**config.mk**
```make
export PLATFORM = sky130hd
export DESIGN_NAME = dchan_hdlc_fifo_command
export DESIGN_NICKNAME = d
export VERILOG_FILES = /design/src/hdl/dchan_pkg.sv /design/src/hdl/byte_ram.sv /design/src/hdl/dchan_hdlc_fifo_command.sv
export SDC_FILE = /design/constraint.sdc
export NUM_CORES = 2
export LEC_CHECK = 0
export BUFFER_PORTS_ARGS = -buffer_cell sky130_fd_sc_hd__buf_2
export CAP_MARGIN = 20
export CORE_ASPECT_RATIO = 0.5
export CORE_MARGIN = 2
export CORE_UTILIZATION = 68
export CTS_CLUSTER_DIAMETER = 120
export CTS_CLUSTER_SIZE = 25
export DETAILED_ROUTE_END_ITERATION = 6
export PLACE_DENSITY = 0.88
export SYNTH_ARGS = -nofsm -noshare
export SYNTH_HDL_FRONTEND = slang
export SYNTH_SLANG_ARGS = --single-unit
```
**constraint.sdc**
```tcl
create_clock -name core_clk -period 6.18 [get_ports core_clk]
set_clock_uncertainty 0.05 [all_clocks]
set_input_delay 0.309 -clock core_clk [delete_from_list [all_inputs] [get_ports core_clk]]
set_output_delay 0.309 -clock core_clk [all_outputs]
set_load 0.03 [all_outputs]
```
**src/hdl/dchan_pkg.sv**
```systemverilog
package dchan_pkg;
  localparam logic [5:0] RX_FIFO_OFFSET   = 6'h00;
  localparam logic [5:0] TX_FIFO_OFFSET   = 6'h01;
  localparam logic [5:0] COMMAND_OFFSET   = 6'h02;
  localparam logic [5:0] MODE_OFFSET      = 6'h03;
  localparam logic [5:0] COUNT_HIGH_OFFSET = 6'h16;
  localparam logic [5:0] COUNT_LOW_OFFSET  = 6'h17;
  localparam logic [5:0] TIMER1_OFFSET    = 6'h38;
  localparam int RX_ACK_BIT       = 7;
  localparam int RX_RESET_BIT     = 6;
  localparam int TIMER1_START_BIT = 4;
  localparam int TX_START_BIT     = 3;
  localparam int TX_END_BIT       = 1;
  localparam int TX_RESET_BIT     = 0;
  localparam int RX_ACTIVE_BIT    = 7;
  localparam int TX_ACTIVE_BIT    = 6;
  localparam logic [7:0] COMMAND_RESET = 8'h00;
  localparam logic [7:0] MODE_RESET    = 8'h00;
  localparam logic [7:0] TIMER1_RESET  = 8'h00;
  localparam int FIFO_BYTES  = 64;
  localparam int BLOCK_BYTES = 32;
  localparam logic [7:0] HDLC_FLAG = 8'h7e;
  localparam logic [15:0] CRC_POLY_REV = 16'h8408;
  localparam logic [15:0] CRC_INIT     = 16'hffff;
  localparam int TIMER1_TICK_NS = 1000;
  localparam int CLOCK_NS       = 25;
  localparam int TIMER1_TICK_CYCLES = TIMER1_TICK_NS / CLOCK_NS;
endpackage

```
**src/hdl/byte_ram.sv**
```systemverilog
`timescale 1ns/100ps
module byte_ram #(
  parameter int DEPTH = 64,
  parameter int AW    = 6
) (
  input  wire logic          core_clk,
  input  wire logic          ce,
  input  wire logic          wr_en,
  input  wire logic [AW-1:0] wr_addr,
  input  wire logic [7:0]    wr_data,
  input  wire logic [AW-1:0] rd_addr,
  output logic      [7:0]    rd_data
);
  logic [7:0] mem [DEPTH];
  always_ff @(posedge core_clk) begin
    if (ce && wr_en) begin
      mem[wr_addr] <= wr_data;
    end
  end
  always_ff @(posedge core_clk) begin
    if (ce) begin
      rd_data <= mem[rd_addr];
    end
  end
endmodule

```
**src/hdl/dchan_hdlc_fifo_command.sv**
```systemverilog
`timescale 1ns/100ps
module dchan_hdlc_fifo_command #(
  parameter int FIFO_DEPTH = 64,
  parameter int AW         = 6
) (
  input  wire logic       core_clk,
  input  wire logic       nrst,
  input  wire logic       ce,
  input  wire logic       cs_n,
  input  wire logic       rd_n,
  input  wire logic       wr_n,
  input  wire logic [5:0] addr,
  input  wire logic [7:0] wdata,
  output logic      [7:0] rdata,
  input  wire logic       line_rx_bit,
  input  wire logic       line_rx_valid,
  input  wire logic       line_rx_frame_end,
  output logic            line_tx_bit,
  output logic            line_tx_bit_strobe,
  output logic            rx_block_ready_irq,
  output logic            rx_frame_end_irq,
  output logic            tx_fifo_ready_irq,
  output logic            timer1_expired
);
  typedef enum logic [4:0] {
    TX_IDLE = 5'b00001, TX_OPEN = 5'b00010, TX_DATA = 5'b00100,
    TX_CRC  = 5'b01000, TX_CLOSE = 5'b10000
  } tx_state_type;

  // pins come from outside the clock domain
  logic [1:0] cs_sync, rd_sync, wr_sync, rxb_sync, rxv_sync, rxe_sync;
  logic [5:0] addr_s1, addr_reg;
  logic [7:0] wd_s1, wd_reg;
  logic       rd_d, wr_d, rxv_d, rxe_d;
  always_ff @(posedge core_clk) begin
    if (!nrst) begin
      cs_sync <= 2'b11; rd_sync <= 2'b11; wr_sync <= 2'b11;
      rxb_sync <= '0; rxv_sync <= '0; rxe_sync <= '0;
      addr_s1 <= '0; addr_reg <= '0; wd_s1 <= '0; wd_reg <= '0;
      rd_d <= 1'b0; wr_d <= 1'b0; rxv_d <= 1'b0; rxe_d <= 1'b0;
    end else if (ce) begin
      cs_sync <= {cs_sync[0], cs_n}; rd_sync <= {rd_sync[0], rd_n};
      wr_sync <= {wr_sync[0], wr_n}; rxb_sync <= {rxb_sync[0], line_rx_bit};
      rxv_sync <= {rxv_sync[0], line_rx_valid};
      rxe_sync <= {rxe_sync[0], line_rx_frame_end};
      addr_s1 <= addr; addr_reg <= addr_s1; wd_s1 <= wdata; wd_reg <= wd_s1;
      rd_d <= !cs_sync[1] && !rd_sync[1]; wr_d <= !cs_sync[1] && !wr_sync[1];
      rxv_d <= rxv_sync[1]; rxe_d <= rxe_sync[1];
    end
  end
  logic rd_now, wr_now, rd_pulse, wr_pulse, rxv_pulse, rxe_pulse;
  assign rd_now    = !cs_sync[1] && !rd_sync[1];
  assign wr_now    = !cs_sync[1] && !wr_sync[1];
  // bus strobes act once on the trailing edge so address and data are settled; line valid and frame end act on the leading edge
  assign rd_pulse  = rd_d && !rd_now;
  assign wr_pulse  = wr_d && !wr_now;
  assign rxv_pulse = rxv_sync[1] && !rxv_d;
  assign rxe_pulse = rxe_sync[1] && !rxe_d;

  logic       wr_cmd, wr_txf, wr_mode, wr_tim, rd_rxf;
  assign wr_cmd  = wr_pulse && addr_reg == dchan_pkg::COMMAND_OFFSET;
  assign wr_txf  = wr_pulse && addr_reg == dchan_pkg::TX_FIFO_OFFSET;
  assign wr_mode = wr_pulse && addr_reg == dchan_pkg::MODE_OFFSET;
  assign wr_tim  = wr_pulse && addr_reg == dchan_pkg::TIMER1_OFFSET;
  assign rd_rxf  = rd_pulse && addr_reg == dchan_pkg::RX_FIFO_OFFSET;
  logic rx_ack, rx_rst, t1_go, tx_go, tx_end, tx_rst;
  // commands act as one-cycle pulses, nothing is stored: reads as zero
  assign rx_ack = wr_cmd && wd_reg[dchan_pkg::RX_ACK_BIT];
  assign rx_rst = wr_cmd && wd_reg[dchan_pkg::RX_RESET_BIT];
  assign t1_go  = wr_cmd && wd_reg[dchan_pkg::TIMER1_START_BIT];
  assign tx_go  = wr_cmd && wd_reg[dchan_pkg::TX_START_BIT];
  assign tx_end = wr_cmd && wd_reg[dchan_pkg::TX_END_BIT];
  assign tx_rst = wr_cmd && wd_reg[dchan_pkg::TX_RESET_BIT];

  logic [7:0] mode_reg, timer1_reg;
  always_ff @(posedge core_clk) begin
    if (!nrst) begin
      mode_reg   <= dchan_pkg::MODE_RESET;
      timer1_reg <= dchan_pkg::TIMER1_RESET;
    end else if (ce) begin
      if (wr_mode) mode_reg <= wd_reg;
      if (wr_tim) timer1_reg <= wd_reg;
    end
  end

  // timer 1: counts timer1_reg[6:0] + 1 ticks
  logic        t1_run;
  logic [6:0]  t1_left;
  logic [15:0] t1_pre;
  always_ff @(posedge core_clk) begin
    if (!nrst) begin
      t1_run <= 1'b0; t1_left <= '0; t1_pre <= '0; timer1_expired <= 1'b0;
    end else if (ce) begin
      timer1_expired <= 1'b0;
      if (wr_tim) begin
        t1_run <= 1'b0;
      end else if (t1_go) begin
        t1_run <= 1'b1; t1_left <= timer1_reg[6:0]; t1_pre <= '0;
      end else if (t1_run) begin
        if (t1_pre == 16'(dchan_pkg::TIMER1_TICK_CYCLES - 1)) begin
          t1_pre <= '0;
          if (t1_left == '0) begin
            t1_run <= 1'b0; timer1_expired <= 1'b1;
          end else begin
            t1_left <= t1_left - 7'd1;
          end
        end else begin
          t1_pre <= t1_pre + 16'd1;
        end
      end
    end
  end

  // receive path: deserialise bits into the ring
  logic [AW-1:0] rx_wp, rx_rp, rx_ackp;
  logic [AW:0]   rx_pend;
  logic [2:0]    rx_bitc;
  logic [7:0]    rx_shift;
  logic          rx_we;
  logic [12:0]   rx_len;
  logic [7:0]    rx_rdata, rx_hi_reg, rx_lo_reg;
  logic [AW:0]   rx_blk;
  assign rx_we = rxv_pulse && mode_reg[dchan_pkg::RX_ACTIVE_BIT] && rx_bitc == 3'd7;
  always_ff @(posedge core_clk) begin
    if (!nrst) begin
      rx_wp <= '0; rx_rp <= '0; rx_ackp <= '0; rx_bitc <= '0; rx_shift <= '0;
      rx_len <= '0; rx_blk <= '0; rx_hi_reg <= '0; rx_lo_reg <= '0;
      rx_block_ready_irq <= 1'b0; rx_frame_end_irq <= 1'b0;
    end else if (ce) begin
      rx_block_ready_irq <= 1'b0;
      rx_frame_end_irq   <= 1'b0;
      if (rx_rst) begin
        rx_wp <= '0; rx_rp <= '0; rx_ackp <= '0; rx_bitc <= '0;
        rx_len <= '0; rx_blk <= '0;
      end else begin
        if (rxv_pulse && mode_reg[dchan_pkg::RX_ACTIVE_BIT]) begin
          rx_shift <= {rxb_sync[1], rx_shift[7:1]};
          rx_bitc  <= rx_bitc + 3'd1;
        end
        if (rx_we) begin
          rx_wp  <= rx_wp + 1'b1;
          rx_len <= rx_len + 13'd1;
          if (rx_blk == (AW+1)'(dchan_pkg::BLOCK_BYTES - 1)) begin
            rx_blk <= '0;
            rx_block_ready_irq <= 1'b1;
          end else begin
            rx_blk <= rx_blk + 1'b1;
          end
        end else if (rxe_pulse && mode_reg[dchan_pkg::RX_ACTIVE_BIT]) begin
          rx_hi_reg <= {3'b000, rx_len[12:8]};
          rx_lo_reg <= rx_len[7:0]; // low five bits = residue, 0 means 32
          rx_len <= '0; rx_blk <= '0; rx_bitc <= '0;
          rx_frame_end_irq <= 1'b1;
        end
        if (rd_rxf) rx_rp <= rx_rp + 1'b1;
        if (rx_ack) rx_ackp <= rx_rp; // space freed once acknowledged
      end
    end
  end
  assign rx_pend = {1'b0, rx_wp - rx_ackp};

  byte_ram #(.DEPTH(FIFO_DEPTH), .AW(AW)) rx_ram (
    .core_clk (core_clk),
    .ce       (ce),
    .wr_en    (rx_we),
    .wr_addr  (rx_wp),
    .wr_data  ({rxb_sync[1], rx_shift[7:1]}),
    .rd_addr  (rx_rp),
    .rd_data  (rx_rdata)
  );

  // transmit path
  logic [AW-1:0] tx_wp, tx_rp;
  logic [AW:0]   tx_cnt;
  logic [7:0]    tx_rdata, tx_sh;
  logic [2:0]    tx_bitc;
  logic [15:0]   crc;
  logic          tx_end_pend, tx_crc_hi, tx_pop, tx_push;
  logic          tx_data_bit;
  tx_state_type  tx_state;
  assign tx_data_bit = tx_sh[0];
  // a full fifo drops the byte rather than overwrite unsent data
  assign tx_push = wr_txf && tx_cnt != (AW+1)'(FIFO_DEPTH);
  always_ff @(posedge core_clk) begin
    if (!nrst) begin
      tx_wp <= '0; tx_cnt <= '0; tx_state <= TX_IDLE; tx_bitc <= '0; tx_sh <= '1;
      crc <= dchan_pkg::CRC_INIT; tx_end_pend <= 1'b0; tx_crc_hi <= 1'b0;
      tx_rp <= '0; tx_pop <= 1'b0;
      line_tx_bit <= 1'b1; line_tx_bit_strobe <= 1'b0; tx_fifo_ready_irq <= 1'b1;
    end else if (ce) begin
      tx_fifo_ready_irq  <= 1'b0;
      line_tx_bit_strobe <= 1'b0;
      tx_pop <= 1'b0;
      if (tx_rst) begin
        tx_wp <= '0; tx_rp <= '0; tx_cnt <= '0; tx_end_pend <= 1'b0;
        tx_state <= TX_IDLE; tx_bitc <= '0;
        line_tx_bit <= 1'b1; // idle fill of ones
        tx_fifo_ready_irq <= 1'b1;
      end else begin
        if (tx_push) tx_wp <= tx_wp + 1'b1;
        if (tx_end) tx_end_pend <= 1'b1;
        tx_cnt <= tx_cnt + (AW+1)'(tx_push) - (AW+1)'(tx_pop);
        line_tx_bit_strobe <= tx_state != TX_IDLE; // idle fill is not strobed
        tx_bitc <= tx_bitc + 3'd1;
        case (tx_state)
          TX_IDLE: begin
            line_tx_bit <= 1'b1;
            tx_bitc <= '0;
            if (tx_go) begin
              tx_state <= TX_OPEN; tx_sh <= dchan_pkg::HDLC_FLAG;
              crc <= dchan_pkg::CRC_INIT;
            end
          end
          TX_OPEN, TX_CLOSE: begin
            line_tx_bit <= tx_data_bit;
            tx_sh <= {1'b1, tx_sh[7:1]};
            if (tx_bitc == 3'd7) begin
              if (tx_state == TX_CLOSE) begin
                tx_state <= TX_IDLE; tx_end_pend <= 1'b0;
                tx_fifo_ready_irq <= 1'b1;
              end else begin
                tx_state <= TX_DATA; tx_sh <= tx_rdata; tx_pop <= 1'b1;
                tx_rp <= tx_rp + 1'b1;
              end
            end
          end
          TX_DATA: begin
            line_tx_bit <= tx_data_bit;
            tx_sh <= {1'b1, tx_sh[7:1]};
            crc <= (crc >> 1) ^ ((crc[0] ^ tx_data_bit) ? dchan_pkg::CRC_POLY_REV : 16'h0000);
            if (tx_bitc == 3'd7) begin
              if (tx_cnt != '0) begin
                tx_sh <= tx_rdata; tx_pop <= 1'b1; tx_rp <= tx_rp + 1'b1;
                if (tx_cnt == (AW+1)'(dchan_pkg::BLOCK_BYTES)) tx_fifo_ready_irq <= 1'b1;
              end else if (tx_end_pend) begin
                tx_state <= TX_CRC; tx_crc_hi <= 1'b0;
              end else begin
                tx_state <= TX_IDLE; // underrun aborts to idle fill
                tx_fifo_ready_irq <= 1'b1;
              end
            end
          end
          TX_CRC: begin
            line_tx_bit <= ~crc[0];
            crc <= {1'b1, crc[15:1]};
            if (tx_bitc == 3'd7) begin
              tx_crc_hi <= 1'b1;
              if (tx_crc_hi) begin
                tx_state <= TX_CLOSE; tx_sh <= dchan_pkg::HDLC_FLAG;
              end
            end
          end
          default: tx_state <= TX_IDLE;
        endcase
      end
    end
  end

  byte_ram #(.DEPTH(FIFO_DEPTH), .AW(AW)) tx_ram (
    .core_clk (core_clk),
    .ce       (ce),
    .wr_en    (tx_push),
    .wr_addr  (tx_wp),
    .wr_data  (wd_reg),
    .rd_addr  (tx_rp),
    .rd_data  (tx_rdata)
  );

  // read data: fifo port, mode, counts, timer; command reads zero
  always_ff @(posedge core_clk) begin
    if (!nrst) begin
      rdata <= '0;
    end else if (ce && rd_now) begin
      if (addr_reg == dchan_pkg::RX_FIFO_OFFSET) rdata <= rx_rdata;
      else if (addr_reg == dchan_pkg::MODE_OFFSET) rdata <= mode_reg;
      else if (addr_reg == dchan_pkg::COUNT_HIGH_OFFSET) rdata <= rx_hi_reg;
      else if (addr_reg == dchan_pkg::COUNT_LOW_OFFSET) rdata <= rx_lo_reg;
      else if (addr_reg == dchan_pkg::TIMER1_OFFSET) rdata <= timer1_reg;
      else if (addr_reg == dchan_pkg::COMMAND_OFFSET) rdata <= dchan_pkg::COMMAND_RESET;
      else rdata <= {1'b0, rx_pend};
    end
  end
endmodule

```
-- After elaboration in Yosys (flattened, before gate mapping)
Memory sizes are Yosys's and may differ from the RTL's. A register that Yosys moved wholly into a read port is not among the register bits.
Index checks and enable logic that the tools add are counted.
- bits in registers: 214
- word-level logic and storage cells: 274
- memory bits (writable): 1024
- memories: 2
- memories (name ; depth ; width ; rd ports ; clocked after Yosys merged registers in ; wr ports ; RTL line ; text):
    rx_ram.mem ; 64 ; 8 ; 1 ; 1 ; 1 ; byte_ram.sv:14 ; logic [7:0] mem [DEPTH];
    tx_ram.mem ; 64 ; 8 ; 1 ; 1 ; 1 ; byte_ram.sv:14 ;
- reduce and logical (&&, ||, !) cells: 65
- mux-type cells: 109
- bitwise operators: 7
- add/subtract/negate cells: 13
- equal/unequal tests: 33
- operators with widths (cell ; count):
    8-bit 2-to-1 mux ; 12
    6-bit 2-to-1 mux ; 14
    16-bit 2-to-1 mux ; 5
    7-bit 2-to-1 mux ; 9
    16-bit one-hot mux with 3 select lines ; 1
    1-bit 2-to-1 mux ; 43
    13-bit 2-to-1 mux ; 3
    5-bit 2-to-1 mux ; 7
    8-bit one-hot mux with 4 select lines ; 1
    6-bit by 1-bit adder with 6-bit output (second input constant) ; 4
    1-bit logical AND ; 24
    3-bit inequality test (second input constant) ; 8
    3-bit 2-to-1 mux ; 7
    5-bit one-hot mux with 4 select lines ; 1
    16-bit by 1-bit adder with 16-bit output (second input constant) ; 1
    16-bit by 6-bit equality test with 1-bit output (second input constant) ; 1
    2-bit AND reduction ; 8
    15-bit by 16-bit XOR with 16-bit output ; 1
    2-bit inequality test (second input constant) ; 7
    7-bit AND reduction ; 2
    2-bit nonzero test ; 7
    13-bit by 1-bit adder with 13-bit output (second input constant) ; 1
    6-bit by 2-bit equality test with 1-bit output (second input constant) ; 2
    6-bit by 5-bit equality test with 1-bit output (second input constant) ; 2
    other kinds (36) ; 56

-- Depth between registers and ports, before layout
- depth in word-level cells: 11
- gate-level depth with buffers: 15
- mapped depth without buffers: 15

-- Modules after synthesis
Synthesis repeated with hierarchy kept, for this count alone.
- cell total of the unflattened synthesis: 2984
- area total of the unflattened synthesis: 50130.6 sq um
- by module, submodules not included (module ; sequential area each (sq um) ; cells each ; times used ; area each (sq um)):
    byte_ram ; 15615.0 ; 924 ; 2 ; 20070.5
    dchan_hdlc_fifo_command ; 4264.1 ; 1136 ; 1 ; 9989.6

-- Least setup slack after synthesis
No wires, ideal clock.
- path type: register to register
- from: reg addr_reg[5]
- to: reg tx_cnt[6]
- stages on the path, launching flop included: 15
- arrival time: 2.984 ns
- path buffers: 1
- slack: 3.021 ns
- cells stage by stage: dfxtp_1 > nor4_4 > buf_2 > o2111ai_1 > ha_1 > inv_1 > ha_1 > inv_1 > fa_1 > nand2b_1 > a21oi_1 > o21ai_0 > mux2_2 > o2111ai_1 > nand3b_1
- word-level cells in the longest chain between the ends: 6
- ends and longest elaborated chain (item ; RTL line ; text):
    start: declaration ; dchan_hdlc_fifo_command.sv:32 ; logic [5:0] addr_s1, addr_reg;
    start signal: assignment ; dchan_hdlc_fifo_command.sv:46 ; addr_s1 <= addr; addr_reg <= addr_s1; wd_s1 <= wdata; wd_reg <= wd_s1;
    6-bit by 1-bit equality test with 1-bit output ; dchan_hdlc_fifo_command.sv:62 ; assign wr_txf = wr_pulse && addr_reg == dchan_pkg::TX_FIFO_OFFSET;
    1-bit logical AND ; dchan_hdlc_fifo_command.sv:62 ;
    1-bit logical AND ; dchan_hdlc_fifo_command.sv:183 ; assign tx_push = wr_txf && tx_cnt != (AW+1)'(FIFO_DEPTH);
    7-bit by 1-bit adder with 7-bit output ; dchan_hdlc_fifo_command.sv:202 ; tx_cnt <= tx_cnt + (AW+1)'(tx_push) - (AW+1)'(tx_pop);
    7-bit by 1-bit subtractor with 7-bit output ; dchan_hdlc_fifo_command.sv:202 ;
    7-bit 2-to-1 mux * ; dchan_hdlc_fifo_command.sv:194 ; if (tx_rst) begin
    end signal: assignment ; dchan_hdlc_fifo_command.sv:202 ;
    end: declaration ; dchan_hdlc_fifo_command.sv:174 ; logic [AW:0] tx_cnt;
Mark *: on every way between the ends. The rest lies on a longest branch, timed or not.
A chain may end at the register's enable or synchronous reset.

==> flow_metrics.env <==
export IMPL_ctsRootBufferMaster="clkbuf_16"
export IMPL_gp_congestion=0.8904
export IMPL_yosysTopAreaCellShare_pct=61.83
export IMPL_seq_area_mm2=0.03553
export IMPL_cts_buffers=56
export IMPL_power_total_mw=13.56
export IMPL_ys_warn_count=0
export IMPL_async_flop_share_pct=0
export IMPL_ant_nets=0
export IMPL_grt_pass1_vias=28030
export IMPL_max_slew_margin_rel_pct=27.39
export IMPL_die_area_mm2=0.07661
export IMPL_criticalPathCategory="register to register"
export IMPL_gr_total_overflow=0
export IMPL_grt_setup_unrepaired="false"
export IMPL_drive_gt1_share_pct=13.39
export IMPL_area_delta_synth_final_pct=5.759
export IMPL_setup_worst_path_start_class="register"
export IMPL_dp_worst_setup_slack_ns=2.504
export IMPL_core_area_mm2=0.07331
export IMPL_dpl_hpwl_um=69190
export IMPL_drcViolationCount=4
export IMPL_place_inst=3942
export IMPL_drv_cap=0
export IMPL_ioPinCount=37
export IMPL_synth_seq_area_share_pct=70.27
export IMPL_placed_cell_area_mm2=0.05151
export IMPL_holdWs_ns=0.1230
export IMPL_grt_antenna_before_repair=2
export IMPL_crit_path_end_kind="register"
export IMPL_cp_arrival_ns=4.25
export IMPL_synth_area_leader_cell="edfxtp_1"
export IMPL_htreeDepth=2
export IMPL_synth_cell_types=75
export IMPL_synthFlopType="edfxtp_1"
export IMPL_synth_edf_count=1040
export IMPL_timing_setup_tns_ns=0
export IMPL_clk_latency_ns=0.69
export IMPL_ir_worst_vdd_v=0.0002152
export IMPL_grt_first_pass_wirelength_um=174700
export IMPL_initial_utilization_pct=68.91
export IMPL_leakagePower_nw=16.52
export IMPL_nNetsFinal=3105
export IMPL_instances_no_fill=4073
export IMPL_yosysMostFrequentCell="edfxtp_1"
export IMPL_p_per_area_mw_per_mm2=253.9
export IMPL_num_vias=28440
export IMPL_via_per_inst=6.982
export IMPL_drtIter0Drc=4202
export IMPL_status="finished with violations"
export IMPL_top_regs="rx_ram.mem (512), tx_ram.mem (512)"
export IMPL_drv_slew=0
export IMPL_clockBufferDepth=3
export IMPL_groute_usage_overall_pct=30.57
export IMPL_final_setup_worst_slack_ns=2.326
export IMPL_fin_crit_ns=3.854
export IMPL_violations="design-rule violations"
export IMPL_synth_area_mm2=0.05051
export IMPL_ys_top_cells_by_area="edfxtp_1 62%, mux4_2 9.7%, dfxtp_1 8.4%"
export IMPL_clock_fmax_ghz=0.2595
export IMPL_synthCells=3071
export IMPL_wl_per_cell_um=28.61
export IMPL_num_fill_cells=4102
export IMPL_dr_pass1_iters=7
export IMPL_worst_hold_path_type="input pin to register"
export IMPL_grt_max_degree=115
export IMPL_tightestPinTransition_ns=1.088
export IMPL_design_area_mm2=0.05342
export IMPL_syn_area_per_cell_um2=16.45
export IMPL_synth_nets=3123
export IMPL_synthTopCellsByCount="1040 x edfxtp_1, 247 x nor2_1, 229 x mux2i_1, 218 x mux4_2, 213 x dfxtp_1"
export IMPL_critical_path_peak_fanout=40
export IMPL_fin_crit_sh_pct=62.36
export IMPL_dieHeight_um=196.7
export IMPL_crit_required_ns=6.58
export IMPL_ys_seq_elements=1253
export IMPL_die_x_um=389.4
export IMPL_fin_util_pct=72.87
export IMPL_multi_input_area_mm2=0.01409
export IMPL_numClockSinks=1253
export IMPL_finalWirelength_um=116500
export IMPL_setup_viol=0
export IMPL_clkTransAtPathRegs_ns=0.10
export IMPL_cts_tree="built"
export IMPL_portBuffers=36
export IMPL_hold_viol_final=0
export IMPL_std_cell_rows=70
export IMPL_postCtsSetupRepairBufs=0
[cells in the final DEF (no fill, tap or decap), types with 14 or more instances in the layout]
| cell type | instances |
|---|---|
| mux4_2 | 218 |
| dlygate4sd3_1 | 20 |
| o221ai_1 | 15 |
| nand4_1 | 33 |
| ha_1 | 27 |
| nand3_1 | 41 |
| xnor2_1 | 21 |
| mux2_2 | 18 |
| nor2b_1 | 114 |
| nand2_1 | 117 |
| nor3_1 | 61 |
| nor2_1 | 247 |
| o22ai_1 | 41 |
| clkbuf_1 | 45 |
| xor2_1 | 28 |
| edfxtp_1 | 1040 |
| clkbuf_16 | 57 |
| dfxtp_1 | 190 |
| mux2i_1 | 229 |
| a21oi_1 | 57 |
| and3_1 | 14 |
| o21ai_0 | 81 |
| inv_1 | 40 |
| nand3b_1 | 14 |
| a211oi_1 | 20 |
| buf_2 | 34 |
| dfxtp_2 | 19 |
| buf_4 | 36 |
[path summary, 6_finish.rpt]
check	to	slack, ns	depth (start not counted)	start
worst min register to register	tx_sh[1]$_SDFFE_PN1P_	0.42	2	tx_sh[1]$_SDFFE_PN1P_
worst max register to register	tx_ram.rd_data[1]$_DFFE_PP_	2.33	7	tx_rp[0]$_SDFFE_PN0P_
worst min-delay path	rd_sync[0]$_SDFFE_PN1P_	0.12	2	nrst
worst max-delay path	tx_ram.rd_data[1]$_DFFE_PP_	2.33	7	tx_rp[0]$_SDFFE_PN0P_
[routing by layer]
layer | track usage [%] | vias to the layer above | wire (um)
met5 | 0 | - | 34
met4 | 12.82 | 4 | 5889
met3 | 5.382 | 382 | 11830
met2 | 50.27 | 1930 | 56370
met1 | 41.27 | 14190 | 42410
li1 | - | 11930 | -
[area by class of cell]
cell class | count | share of cell area [%]
inverters | 40 | 0.2811
clock buffers | 102 | 2.986
repair buffers | 99 | 1.480
multi-input cells | 1603 | 26.37
clock inverters | 3 | 0.08900
flip-flops and latches | 1253 | 66.51
well taps | 972 | 2.277
diodes | 1 | 0.004684
[kinds of logic (layout without fill, tap and decap cells)]
logic type | count (synthesis) | in the layout | share of synthesized area [%]
flops | 1253 | 1253 | 70.27
compound gates | 348 | 348 | 4.642
buf+inv | 215 | 244 | 1.845
other cells | 0 | 1 | 0
mux | 465 | 465 | 14.66
fa+ha+maj | 29 | 29 | 0.7480
xor+xnor | 49 | 49 | 0.8496
simple gates | 712 | 712 | 6.990
[worst max-delay path: stages (launching register included)]
cell	delay, ns
dfxtp_4	0.93
buf_4	0.42
mux4_2	0.57
mux2i_1	0.32
nor2_1	0.11
a2111oi_0	0.88
a211oi_1	0.13
a21o_1	0.21
[where the power goes]
group	internal [mW]	switching (mW)	leakage (nW)
registers	9.06	0.0193	11.4
logic	0.0535	0.113	4.36
clock network	1.77	2.54	0.776
[timing repair]
action / in CTS / in global routing
hold endpoints to repair: 20 / 0
gates resized for setup: 0 / 0
hold buffers: 20 / 0
Note: power is estimated with default switching activity, not from simulation.
